===== src/inc/status_flags_pkg.sv =====
// status word package: bit positions, reset values, timing constants and carrier structs
// assumes a single 125 MHz core clock with synchronous active-high reset
`default_nettype none
package status_flags_pkg;

  // ----------------------------------------------------------------
  // status word bit positions
  // ----------------------------------------------------------------
  localparam int unsigned BIT_MAIL_OUT  = 0;
  localparam int unsigned BIT_RST1      = 1;
  localparam int unsigned BIT_DONE1     = 2;
  localparam int unsigned BIT_DONE2     = 3;
  localparam int unsigned BIT_MSG1      = 4;
  localparam int unsigned BIT_MSG2      = 5;
  localparam int unsigned BIT_WAKE1     = 6;
  localparam int unsigned BIT_WAKE2     = 7;
  localparam int unsigned BIT_MAIL_IN   = 8;
  localparam int unsigned BIT_RST2      = 9;
  localparam int unsigned BIT_SOF1      = 10;
  localparam int unsigned BIT_SOF2      = 12;
  localparam int unsigned BIT_ID        = 14;
  localparam int unsigned BIT_VBUS      = 15;
  localparam int unsigned WORD_W        = 16;
  localparam int unsigned NUM_EVT       = 8;   // routed engine events
  localparam logic [15:0] RESET_WORD    = 16'h0000;
  localparam logic [7:0]  RESET_EVT     = 8'h00;

  // ----------------------------------------------------------------
  // timing: host must wait this long after vbus on (other party)
  // ----------------------------------------------------------------
  localparam int unsigned VBUS_SETTLE_NS   = 10000;
  localparam int unsigned CLK_PERIOD_NS    = 8;
  localparam int unsigned VBUS_SETTLE_CYC  = (VBUS_SETTLE_NS + CLK_PERIOD_NS - 1) / CLK_PERIOD_NS;
  localparam int unsigned SYNC_STAGES      = 3;

  // ----------------------------------------------------------------
  // carrier structs
  // ----------------------------------------------------------------
  // engine events in order: done1,done2,rst1,rst2,wake1,wake2,sof1,sof2
  typedef struct packed {
    logic [NUM_EVT-1:0] set;     // one-cycle event pulses from the engines
    logic [NUM_EVT-1:0] clear;   // service clear from cpu or host
    logic [NUM_EVT-1:0] route;   // routing-to-host enable bits
  } evt_s;

  typedef struct packed {
    logic msg1Write;   // cpu wrote engine-1 message register
    logic msg2Write;   // cpu wrote engine-2 message register
    logic mailCpuWr;   // cpu wrote shared mailbox
    logic mailCpuRd;   // cpu read shared mailbox
    logic mailHostWr;  // host wrote shared mailbox
    logic mailHostRd;  // host read shared mailbox
  } mbox_s;

endpackage : status_flags_pkg
`default_nettype wire


===== src/hdl/pin_sync.sv =====
// three-stage pin synchroniser with agreement filter
// assumes input is asynchronous to ref_clk
`default_nettype none
module pin_sync
  import status_flags_pkg::*;
(
  input  wire logic ref_clk,
  input  wire logic reset,
  input  wire logic pinAsync,
  output logic      pinLevel
);

  // ----------------------------------------------------------------
  // sync chain
  // ----------------------------------------------------------------
  logic [SYNC_STAGES-1:0] stage_r;    // stage 0 feeds only stage 1
  logic [SYNC_STAGES-1:0] stage_nxt;
  logic                   level_r;    // filtered level
  logic                   level_nxt;

  // next values: change accepted when stages 1 and 2 agree
  always_comb
  begin
    stage_nxt = {stage_r[SYNC_STAGES-2:0], pinAsync};
    level_nxt = (stage_r[1] == stage_r[2]) ? stage_r[2] : level_r;
  end

  // registers
  always_ff @(posedge ref_clk)
  begin
    if (reset)
    begin
      stage_r <= '0;
      level_r <= 1'b0;
    end
    else
    begin
      stage_r <= stage_nxt;
      level_r <= level_nxt;
    end
  end

  assign pinLevel = level_r;

endmodule : pin_sync
`default_nettype wire


===== src/hdl/host_port_status_flags.sv =====
// host port status word: mailbox, message and routed engine event flags
// assumes engine events are one-cycle pulses on ref_clk; vbus and id come from pins
// Behaviour
// word reachable only from host port
// host status read starts no memory cycle
// bit 15 follows vbus comparator
// host waits 10 us after vbus on
// bit 14 follows otg id pin
// bits 12,10 report sof/eop events
// bits 9,1 report bus reset events
// bits 7,6 report resume events
// bit 8 set by host, cleared cpu read
// bit 0 set by cpu, cleared host read
// bits 5,4 set by message write
// bit 3 engine 2 done or endpoint
// bit 2 engine 1 done or endpoint
// bits 13,11 always read zero
// event flags shown only when routed
// message write raises host irq
// mailbox cpu write raises, host read drops irq
// routing bit steers event to host
`default_nettype none
module host_port_status_flags
  import status_flags_pkg::*;
(
  input  wire logic        ref_clk,
  input  wire logic        reset,
  input  wire logic        vbusAbove,      // comparator, async
  input  wire logic        otgIdPin,       // id pin, async
  input  wire evt_s        evt,            // engine events, routing, clears
  input  wire mbox_s       mbox,           // mailbox and message accesses
  input  wire logic        statusRead,     // host port read strobe of status word
  output logic [WORD_W-1:0] statusWord,    // registered status word to host port
  output logic             host_port_irq   // host port interrupt
);

  // ----------------------------------------------------------------
  // pin synchronisers
  // ----------------------------------------------------------------
  logic vbusLevel;   // filtered vbus comparator
  logic idLevel;     // filtered id pin

  pin_sync u_vbus (.ref_clk(ref_clk), .reset(reset), .pinAsync(vbusAbove), .pinLevel(vbusLevel));
  pin_sync u_id   (.ref_clk(ref_clk), .reset(reset), .pinAsync(otgIdPin),  .pinLevel(idLevel));

  // ----------------------------------------------------------------
  // flag state
  // ----------------------------------------------------------------
  logic [NUM_EVT-1:0] evt_r;       // sticky engine event flags
  logic [NUM_EVT-1:0] evt_nxt;
  logic               msg1_r;      // engine1_message_flag
  logic               msg1_nxt;
  logic               msg2_r;      // engine2_message_flag
  logic               msg2_nxt;
  logic               mailIn_r;    // incoming mailbox flag
  logic               mailIn_nxt;
  logic               mailOut_r;   // outgoing mailbox flag
  logic               mailOut_nxt;
  logic [WORD_W-1:0]  word_r;      // registered status word
  logic [WORD_W-1:0]  word_nxt;
  logic [NUM_EVT-1:0] shown;       // routed view of engine flags

  // next values: a set wins over a clear in the same cycle, for engine events only when routed
  always_comb
  begin
    // only routed events latch; unrouted ones belong to the cpu path
    evt_nxt     = (evt_r & ~evt.clear) | (evt.set & evt.route);
    // message flags drop on a status read; there is no cpu-side clear
    msg1_nxt    = mbox.msg1Write | (msg1_r & ~statusRead);
    msg2_nxt    = mbox.msg2Write | (msg2_r & ~statusRead);
    mailIn_nxt  = mbox.mailHostWr | (mailIn_r & ~mbox.mailCpuRd);
    mailOut_nxt = mbox.mailCpuWr | (mailOut_r & ~mbox.mailHostRd);
  end

  // status word assembly from current flags
  always_comb
  begin
    shown                 = evt_r & evt.route;
    word_nxt              = RESET_WORD;
    word_nxt[BIT_VBUS]    = vbusLevel;
    word_nxt[BIT_ID]      = idLevel;
    word_nxt[BIT_DONE1]   = shown[0];
    word_nxt[BIT_DONE2]   = shown[1];
    word_nxt[BIT_RST1]    = shown[2];
    word_nxt[BIT_RST2]    = shown[3];
    word_nxt[BIT_WAKE1]   = shown[4];
    word_nxt[BIT_WAKE2]   = shown[5];
    word_nxt[BIT_SOF1]    = shown[6];
    word_nxt[BIT_SOF2]    = shown[7];
    word_nxt[BIT_MSG1]    = msg1_r;
    word_nxt[BIT_MSG2]    = msg2_r;
    word_nxt[BIT_MAIL_IN] = mailIn_r;
    word_nxt[BIT_MAIL_OUT]= mailOut_r;
  end

  // registers
  always_ff @(posedge ref_clk)
  begin
    if (reset)
    begin
      evt_r     <= RESET_EVT;
      msg1_r    <= 1'b0;
      msg2_r    <= 1'b0;
      mailIn_r  <= 1'b0;
      mailOut_r <= 1'b0;
      word_r    <= RESET_WORD;
    end
    else
    begin
      evt_r     <= evt_nxt;
      msg1_r    <= msg1_nxt;
      msg2_r    <= msg2_nxt;
      mailIn_r  <= mailIn_nxt;
      mailOut_r <= mailOut_nxt;
      word_r    <= word_nxt;
    end
  end

  // ----------------------------------------------------------------
  // outputs
  // ----------------------------------------------------------------
  // the word is a pure register view: no memory cycle, no cpu port exists
  assign statusWord    = word_r;
  // irq from routed events, message flags and outgoing mailbox
  assign host_port_irq = (|shown) | msg1_r | msg2_r | mailOut_r;
endmodule : host_port_status_flags
`default_nettype wire


===== config.mk =====
export PLATFORM = sky130hd
export DESIGN_NAME = host_port_status_flags
export DESIGN_NICKNAME = d
export VERILOG_FILES = /design/src/inc/status_flags_pkg.sv /design/src/hdl/pin_sync.sv /design/src/hdl/host_port_status_flags.sv
export SDC_FILE = /design/constraint.sdc
export NUM_CORES = 1
export LEC_CHECK = 0
export BUFFER_PORTS_ARGS = -buffer_cell sky130_fd_sc_hd__buf_4
export CELL_PAD_IN_SITES_DETAIL_PLACEMENT = 2
export CELL_PAD_IN_SITES_GLOBAL_PLACEMENT = 2
export CORE_AREA = 2 2 70 72
export CTS_CLUSTER_DIAMETER = 30
export DETAILED_ROUTE_END_ITERATION = 8
export DIE_AREA = 0 0 72 74
export PLACE_DENSITY_LB_ADDON = 0.1
export SLEW_MARGIN = 5
export SYNTH_ARGS = -nofsm -noshare
export SYNTH_HDL_FRONTEND = slang
export SYNTH_SLANG_ARGS = --single-unit

===== constraint.sdc =====
create_clock -name ref_clk -period 1.62 [get_ports ref_clk]
set_clock_uncertainty 0.2 [all_clocks]
set_input_delay 0.243 -clock ref_clk [delete_from_list [all_inputs] [get_ports ref_clk]]
set_output_delay 0.243 -clock ref_clk [all_outputs]
set_load 0.01 [all_outputs]

**Yosys cells after proc, flatten, opt, wreduce, memory -nomap -nowiden**

Cells that the tools add are included.

- Equality and inequality tests: 2
- Bitwise operators: 19
- Reduce and logical (&&, ||, !) cells: 1

Operator list:

| kind | count |
|---|---|
| $and A8 B8 Y8 | 3 |
| $not A8 Y8 | 1 |
| $or A8 B8 Y8 | 1 |
| $reduce_or A8 Y1 | 1 |
| $or A1 B1 Y1 | 7 |
| $and A1 B1 Y1 | 4 |
| $not A1 Y1 | 3 |
| $eq A1 B1 Y1 | 2 |

- Bits in registers: 36
- Bits of input ports: 35
- Output and inout port bits: 17
- Logic and storage cells: 33

**Longest topological paths before layout**

Gate-level depths: netlist of run 1.

- Word-level depth: 5
- Mapped depth: 3
- Depth with buffers taken out: 3

**Cells and area by module**

From an unflattened synthesis of run 1, not the netlist that was laid out.

- Cells, all modules: 112
- Area total of the unflattened synthesis: 1061.0 um^2

Modules (own cells, without submodules):

| module | instances | cells each | area each (um^2) | seq. area each (um^2) |
|---|---|---|---|---|
| host_port_status_flags | 1 | 92 | 835.8 | 520.5 |
| pin_sync | 2 | 10 | 112.6 | 80.1 |

**Worst setup path before layout of run 1**

OpenSTA, ideal clock, no wires.

- Path type: register to output
- From: reg msg2_r
- To: out host_port_irq
- Arrival time: 1.050 ns
- Required time: 1.177 ns
- Slack: 0.127 ns
- Stages on the path, launching flop included: 3
- Buffers on the path: 0
- Path through: dfxtp_1 > or3_1 > or3_1

- Longest elaborated chain between the ends: 2

RTL lines:

| element | RTL line | RTL |
|---|---|---|
| from (decl) | host_port_status_flags.sv:53 | `logic msg2_r;` |
| from (signal assigned) | host_port_status_flags.sv:112 | `msg2_r <= msg2_nxt;` |
| $or A1 B1 Y1 (2 in a row) | host_port_status_flags.sv:125 | `assign host_port_irq = (\|shown) \| msg1_r \| msg2_r \| mailOut_r;` |
| to (decl) | host_port_status_flags.sv:34 | `output logic host_port_irq` |

Every way passes these cells.

**Worst setup path in the final report of run 1**

- From: reg mailOut_r
- To: out host_port_irq

- Longest elaborated chain between the ends: 1

RTL lines:

| element | RTL line | RTL |
|---|---|---|
| from (decl) | host_port_status_flags.sv:57 | `logic mailOut_r;` |
| from (signal assigned) | host_port_status_flags.sv:114 | `mailOut_r <= mailOut_nxt;` |
| $or A1 B1 Y1 | host_port_status_flags.sv:125 |  |

Every way passes these cells.

==> impl_metrics.toml, run 1 <==
[floorplanning]
initial_core_util = 0.232
fp.dieH_um = 74
fp.dieW_um = 72
num_rows = 25
core_area_mm2 = 0.00460
ios = 52
die-area_mm2 = 0.00533

[clocking]
clock_sinks = 34
h-tree-depth = 2
clk_pin_slew_ns = 0.07
cts-root-buf = "clkbuf_8"
cts_buffers = 5
clock_latency_ns = 0.28
cts_tree = "done"
cts_max_path_buffers = 2

[layout]
area_growth_pct = 53.8
antenna_cells = 0
post-route-cell-area_mm2 = 0.00164
nets = 207
final_cell_mix = "buf_4 (49), dfxtp_1 (33), nand2_1 (18), a21oi_1 (14), nor2_1 (12)"
fillers = 524
drive_above_1_share = 0.355
layout_commonest_cell = "buf_4"

[run]
drv_cap = 0

[sta]
hold_viol = 0
fmax_mhz = 519
setup_ws_ns = -0.308
fin_setup_tns_ns = -0.308
period_share = 1.19
rsz0062_at_grt = "yes"
period_minus_slack_ns = 1.93
finalSetupViolCount = 1
drv_slew = 0

[power_and_ir_drop]
p_leak_nw = 0.744
sequentialPowerShare = 0.539
comb_power_share = 0.107
ir_drop_mv = 0.290
power.share.clock = 0.354
internal_power_mw = 1.26
p_switching_mw = 0.374
p_per_area_mw_per_mm2 = 998
switching_share = 0.228

[worst_setup_path]
cp_max_fo = 2
critPathRequiredTime_ns = 1.18
worst_setup_path_start_kind = "flip-flop"
arrival_ns = 1.49
critPathKind = "reg -> out"
reg2regPathDepth = 3
critPathCaptureType = "primary output"

[grt]
grt_max_degree = 35
grt_usage = 0.118
grt_pass1_wl_mm = 4.69
overflow = 0
grt_pass1_vias = 1023
antenna_found_initial = 0

[drt]
wl_mm = 2.93
drcViolationCount = 0
drtAntennaViolNets = 0
num_vias = 941
viasPerCell = 4.16
wl_per_cell_um = 12.9
drt_iter0_drc = 38
dr.pass1.iters = 4

[synth]
avgSynthCellArea_um2 = 9.44
yosysSeqAreaShare = 0.638
yosysWarnings = 0
synthDistinctLibCells = 14
synth_area_mm2 = 0.00107
ys_seq_elements = 34
synth_cells = 113

[place]
io_buffers = 49
routabilityCongestion = 0.701
postPlaceCellArea_mm2 = 0.00149
dp_hpwl_mm = 2.15

[hold_path]
holdPathStages = 3
hp-class = "in -> reg"

[run_status]
violations = "setup timing"
status = "finished with violations"
per-layer routing:
metal | GRT usage | part of all wire | wire (um)
met1 | 0.124 | 0.37 | 1080
met2 | 0.214 | 0.55 | 1610
met3 | 0.0298 | 0.053 | 155
met4 | 0.0713 | 0.028 | 81
met5 | 0 | 0 | 0
synthesized netlist by cell type:
cell type	count	area, um^2
dfxtp_1	34	681
nand2_1	18	67.6
a21oi_1	14	70.1
nor2_1	12	45.0
nor2b_1	11	68.8
nand2b_1	8	50.1
clkbuf_1	3	11.3
inv_1	3	11.3
buf_4	2	15.0
nand4_1	2	12.5
o21ai_0	2	10.0
or3_1	2	12.5
conb_1	1	3.75
nor2b_2	1	8.76
registers in the layout, summed over array words and instances (netlist names), 3 cells and up:
| register | count |
|---|---|
| u_vbus.stage_r | 3 |
| statusWord | 14 |
| evt_r | 8 |
| u_id.stage_r | 3 |
critical path, cell delays in order, from the launching register on:
cell and delay (ns):
dfxtp_2 0.32, or3_4 0.38, or3_4 0.37, buf_6 0.13
cell families (layout without fill, tap and decap cells):
group	Yosys count	count (layout)	share of synthesized area
compound gates	16	16	0.0750
simple gates	54	54	0.249
other cells	1	2	0.00351
buf+inv	8	66	0.0352
flops	34	34	0.638
final timing paths:
| path | start | slack [ns] | to |
|---|---|---|---|
| worst max-delay path | mailOut_r$_SDFF_PP0_ | -0.31 | host_port_irq |
| worst min-delay path | evt[22] | 0.01 | evt_r[6]$_SDFF_PP0_ |
| worst max register to register | mailOut_r$_SDFF_PP0_ | 0.66 | mailOut_r$_SDFF_PP0_ |
| worst min register to register | u_vbus.stage_r[0]$_SDFF_PP0_ | 0.26 | u_vbus.stage_r[1]$_SDFF_PP0_ |
metrics by stage:
step                      total power, mW  hold WS (ns)  utilization  worst slack, ns  instances
after floorplan                     0.959         0.115            -            0.127        114
final                                1.64        0.0114        0.357           -0.308        226
after CTS                            1.67       0.00343        0.357           -0.315        226
after global routing                 1.72       0.00823        0.357           -0.343        226
after detailed placement             1.06         0.243        0.324          -0.0463        213
after global placement               1.05         0.224        0.324          -0.0262        213
power by group through the flow:
stage	combinational [mW]	clock (mW)	sequential, mW
3_3_place_gp	0.152	0	0.899
5_1_grt	0.194	0.642	0.886
3_5_place_dp	0.160	0	0.901
2_1_floorplan	0.0567	0	0.902
4_1_cts	0.180	0.611	0.883
6_report	0.176	0.581	0.883
cell type report:
type                            instances  area (um^2)  area share
Clock buffer                            5         68.8      0.0419
Tap cell                               54         67.6      0.0412
Timing Repair Buffer                   56          439       0.268
Inverter                                3         11.3     0.00686
Sequential cell                        34          682       0.415
Multi-Input combinational cell         72          363       0.221
Clock inverter                          2         10.0     0.00610
what timing repair did:
action	4_1_cts	5_1_grt
hold buffers	6	0
pin swaps	2	0
hold endpoints to repair	6	0
setup buffers	0	0
gates resized for setup	4	0
endpoints found under the setup margin	1	1
Note: power is estimated with default switching activity, not from simulation.
==> run 2: changes to the inputs <==
CORE_AREA = 2 2 68 70   (was 2 2 70 72)
CTS_BUF_LIST = sky130_fd_sc_hd__clkbuf_8   (was unset)
DIE_AREA = 0 0 70 72   (was 0 0 72 74)
clock period = 2.2 ns   (was 1.62 ns; I/O delays follow)
==> impl_metrics.toml, run 2 (synthesized netlist as in run 1, its figures left out) <==
[drt]
num_vias = 914
drcViolationCount = 0
dr.pass1.iters = 2
wl_met2_mm = 1.51
wl_per_cell_um = 12.5
wl_mm = 2.72
drtAntennaViolNets = 0
viasPerCell = 4.21
top_layer = "met4"
route.met3.wl_um = 152
drt_iter0_drc = 6
m1WireLength_mm = 1.00

[clocking]
post_cts_resize_count = 0
postCtsSetupBuffers = 0
clock_sinks = 34
cts_tree = "done"
cts_buffers = 5
clock_latency_ns = 0.28
cts_max_path_buffers = 2
cts-root-buf = "clkbuf_8"
clk_pin_slew_ns = 0.07
h-tree-depth = 2
cts_hold_buf = 0

[worst_setup_path]
crit_cells = 3
r2r_setup_slack_ns = 1.25
critPathKind = "reg -> out"
critPathTopFamily = "simple AND/OR/NAND/NOR gates"
r2r_start = "u_id.pinLevel$_SDFFE_PP0N_"
crit_slowest_cell = "or3_1"
worst_setup_path_start_kind = "flip-flop"
reg2regPathDepth = 2
critPathCaptureType = "primary output"
startpoint = "msg2_r$_SDFF_PP0_"
arrival_ns = 1.50
worst_path_most_repeated_cell = "or3_1"
critPathMaxStageDelay_ns = 0.38
crit_end = "host_port_irq"
worstPathCellList = "or3_1 -> or3_1 -> buf_4"
cp_max_fo = 3
critPathRequiredTime_ns = 1.67
cp_num_buf_inv = 1
r2r-end = "u_id.pinLevel$_SDFFE_PP0N_"

[run_status]
status = "completed"

[grt]
grt_usage = 0.117
antenna_found_initial = 0
grt_pass1_vias = 963
grt_pass1_wl_mm = 4.49
grt_max_degree = 35
overflow = 0

[place]
io_buffers = 49
routabilityCongestion = 0.729
postPlaceCellArea_mm2 = 0.00148
dp_hpwl_mm = 2.13

[floorplanning]
fp.dieW_um = 70
fp.dieH_um = 72
core_area_mm2 = 0.00426
die-area_mm2 = 0.00504
num_rows = 24
ios = 52
initial_core_util = 0.250

[hold_path]
hp-class = "in -> reg"

[sta]
period_share = 0.924
drv_slew = 0
rsz0062_at_grt = "no"
period_minus_slack_ns = 2.03
fin_setup_tns_ns = 0
hold_viol = 0
fmax_mhz = 492
finalSetupViolCount = 0

[layout]
final-seq-area_um2 = 681
area_growth_pct = 45.6
nets = 200
drive_above_1_share = 0.333
layout_commonest_cell = "buf_4"
largest_register_ffs = 14
fillers = 501
final_cell_mix = "buf_4 (49), dfxtp_1 (34), nand2_1 (18), a21oi_1 (14), nor2_1 (12)"
post-route-cell-area_mm2 = 0.00155
multi_input_area_um2 = 353
antenna_cells = 0

[power_and_ir_drop]
p_leak_nw = 0.714
p_per_area_mw_per_mm2 = 754
ir_drop_mv = 0.297
power_mw = 1.17

[run]
drv_cap = 0
-- run 2: metrics by stage --
step	hold WS, ns	instances	setup slack [ns]	util
after floorplan	0.202	114	0.620	-
after detailed placement	0.227	210	0.464	0.347
after CTS	0.0522	217	0.150	0.364
final	0.0594	217	0.166	0.364
after global placement	0.241	210	0.484	0.347
after global routing	0.0679	217	0.0893	0.364
-- run 2: routing by layer --
| layer | global-route usage | up-vias |
|---|---|---|
| met1 | 0.120 | 431 |
| met3 | 0.0389 | 5 |
| li1 | - | 452 |
| met5 | 0 | - |
| met2 | 0.215 | 26 |
| met4 | 0.0577 | 0 |
-- run 2: worst min-delay path by stage --
stage	cells past startpoint	slack, ns	to	startpoint
floorplan	1	0.20	u_id.stage_r[2]$_SDFF_PP0_	reset
global placement	2	0.24	u_id.pinLevel$_SDFFE_PP0N_	u_id.stage_r[2]$_SDFF_PP0_
detailed placement	1	0.23	u_id.stage_r[1]$_SDFF_PP0_	u_id.stage_r[0]$_SDFF_PP0_
CTS	3	0.05	mailIn_r$_SDFF_PP0_	mbox[1]
global route	2	0.07	u_vbus.stage_r[0]$_SDFF_PP0_	vbusAbove
finish	3	0.06	mailIn_r$_SDFF_PP0_	mbox[1]
-- run 2: worst reg2reg max path, cell delays in order, from the launching register on --
cell     delay, ns
dfxtp_1       0.32
o21ai_0       0.22
a21oi_1       0.09
-- run 2: area by class of cell --
cell class                      count  share of cell area
Sequential cell                    34               0.438
Clock buffer                        5              0.0443
Timing Repair Buffer               49               0.237
Multi-Input combinational cell     72               0.227
Clock inverter                      2             0.00483
Inverter                            3             0.00725
Tap cell                           52              0.0419
-- run 2: power breakdown --
part / total, mW / switching [mW] / internal [mW] / leakage, nW
clock network: 0.410 / 0.202 / 0.208 / 0.0466
logic: 0.112 / 0.0447 / 0.0669 / 0.388
registers: 0.651 / 0.0107 / 0.640 / 0.279
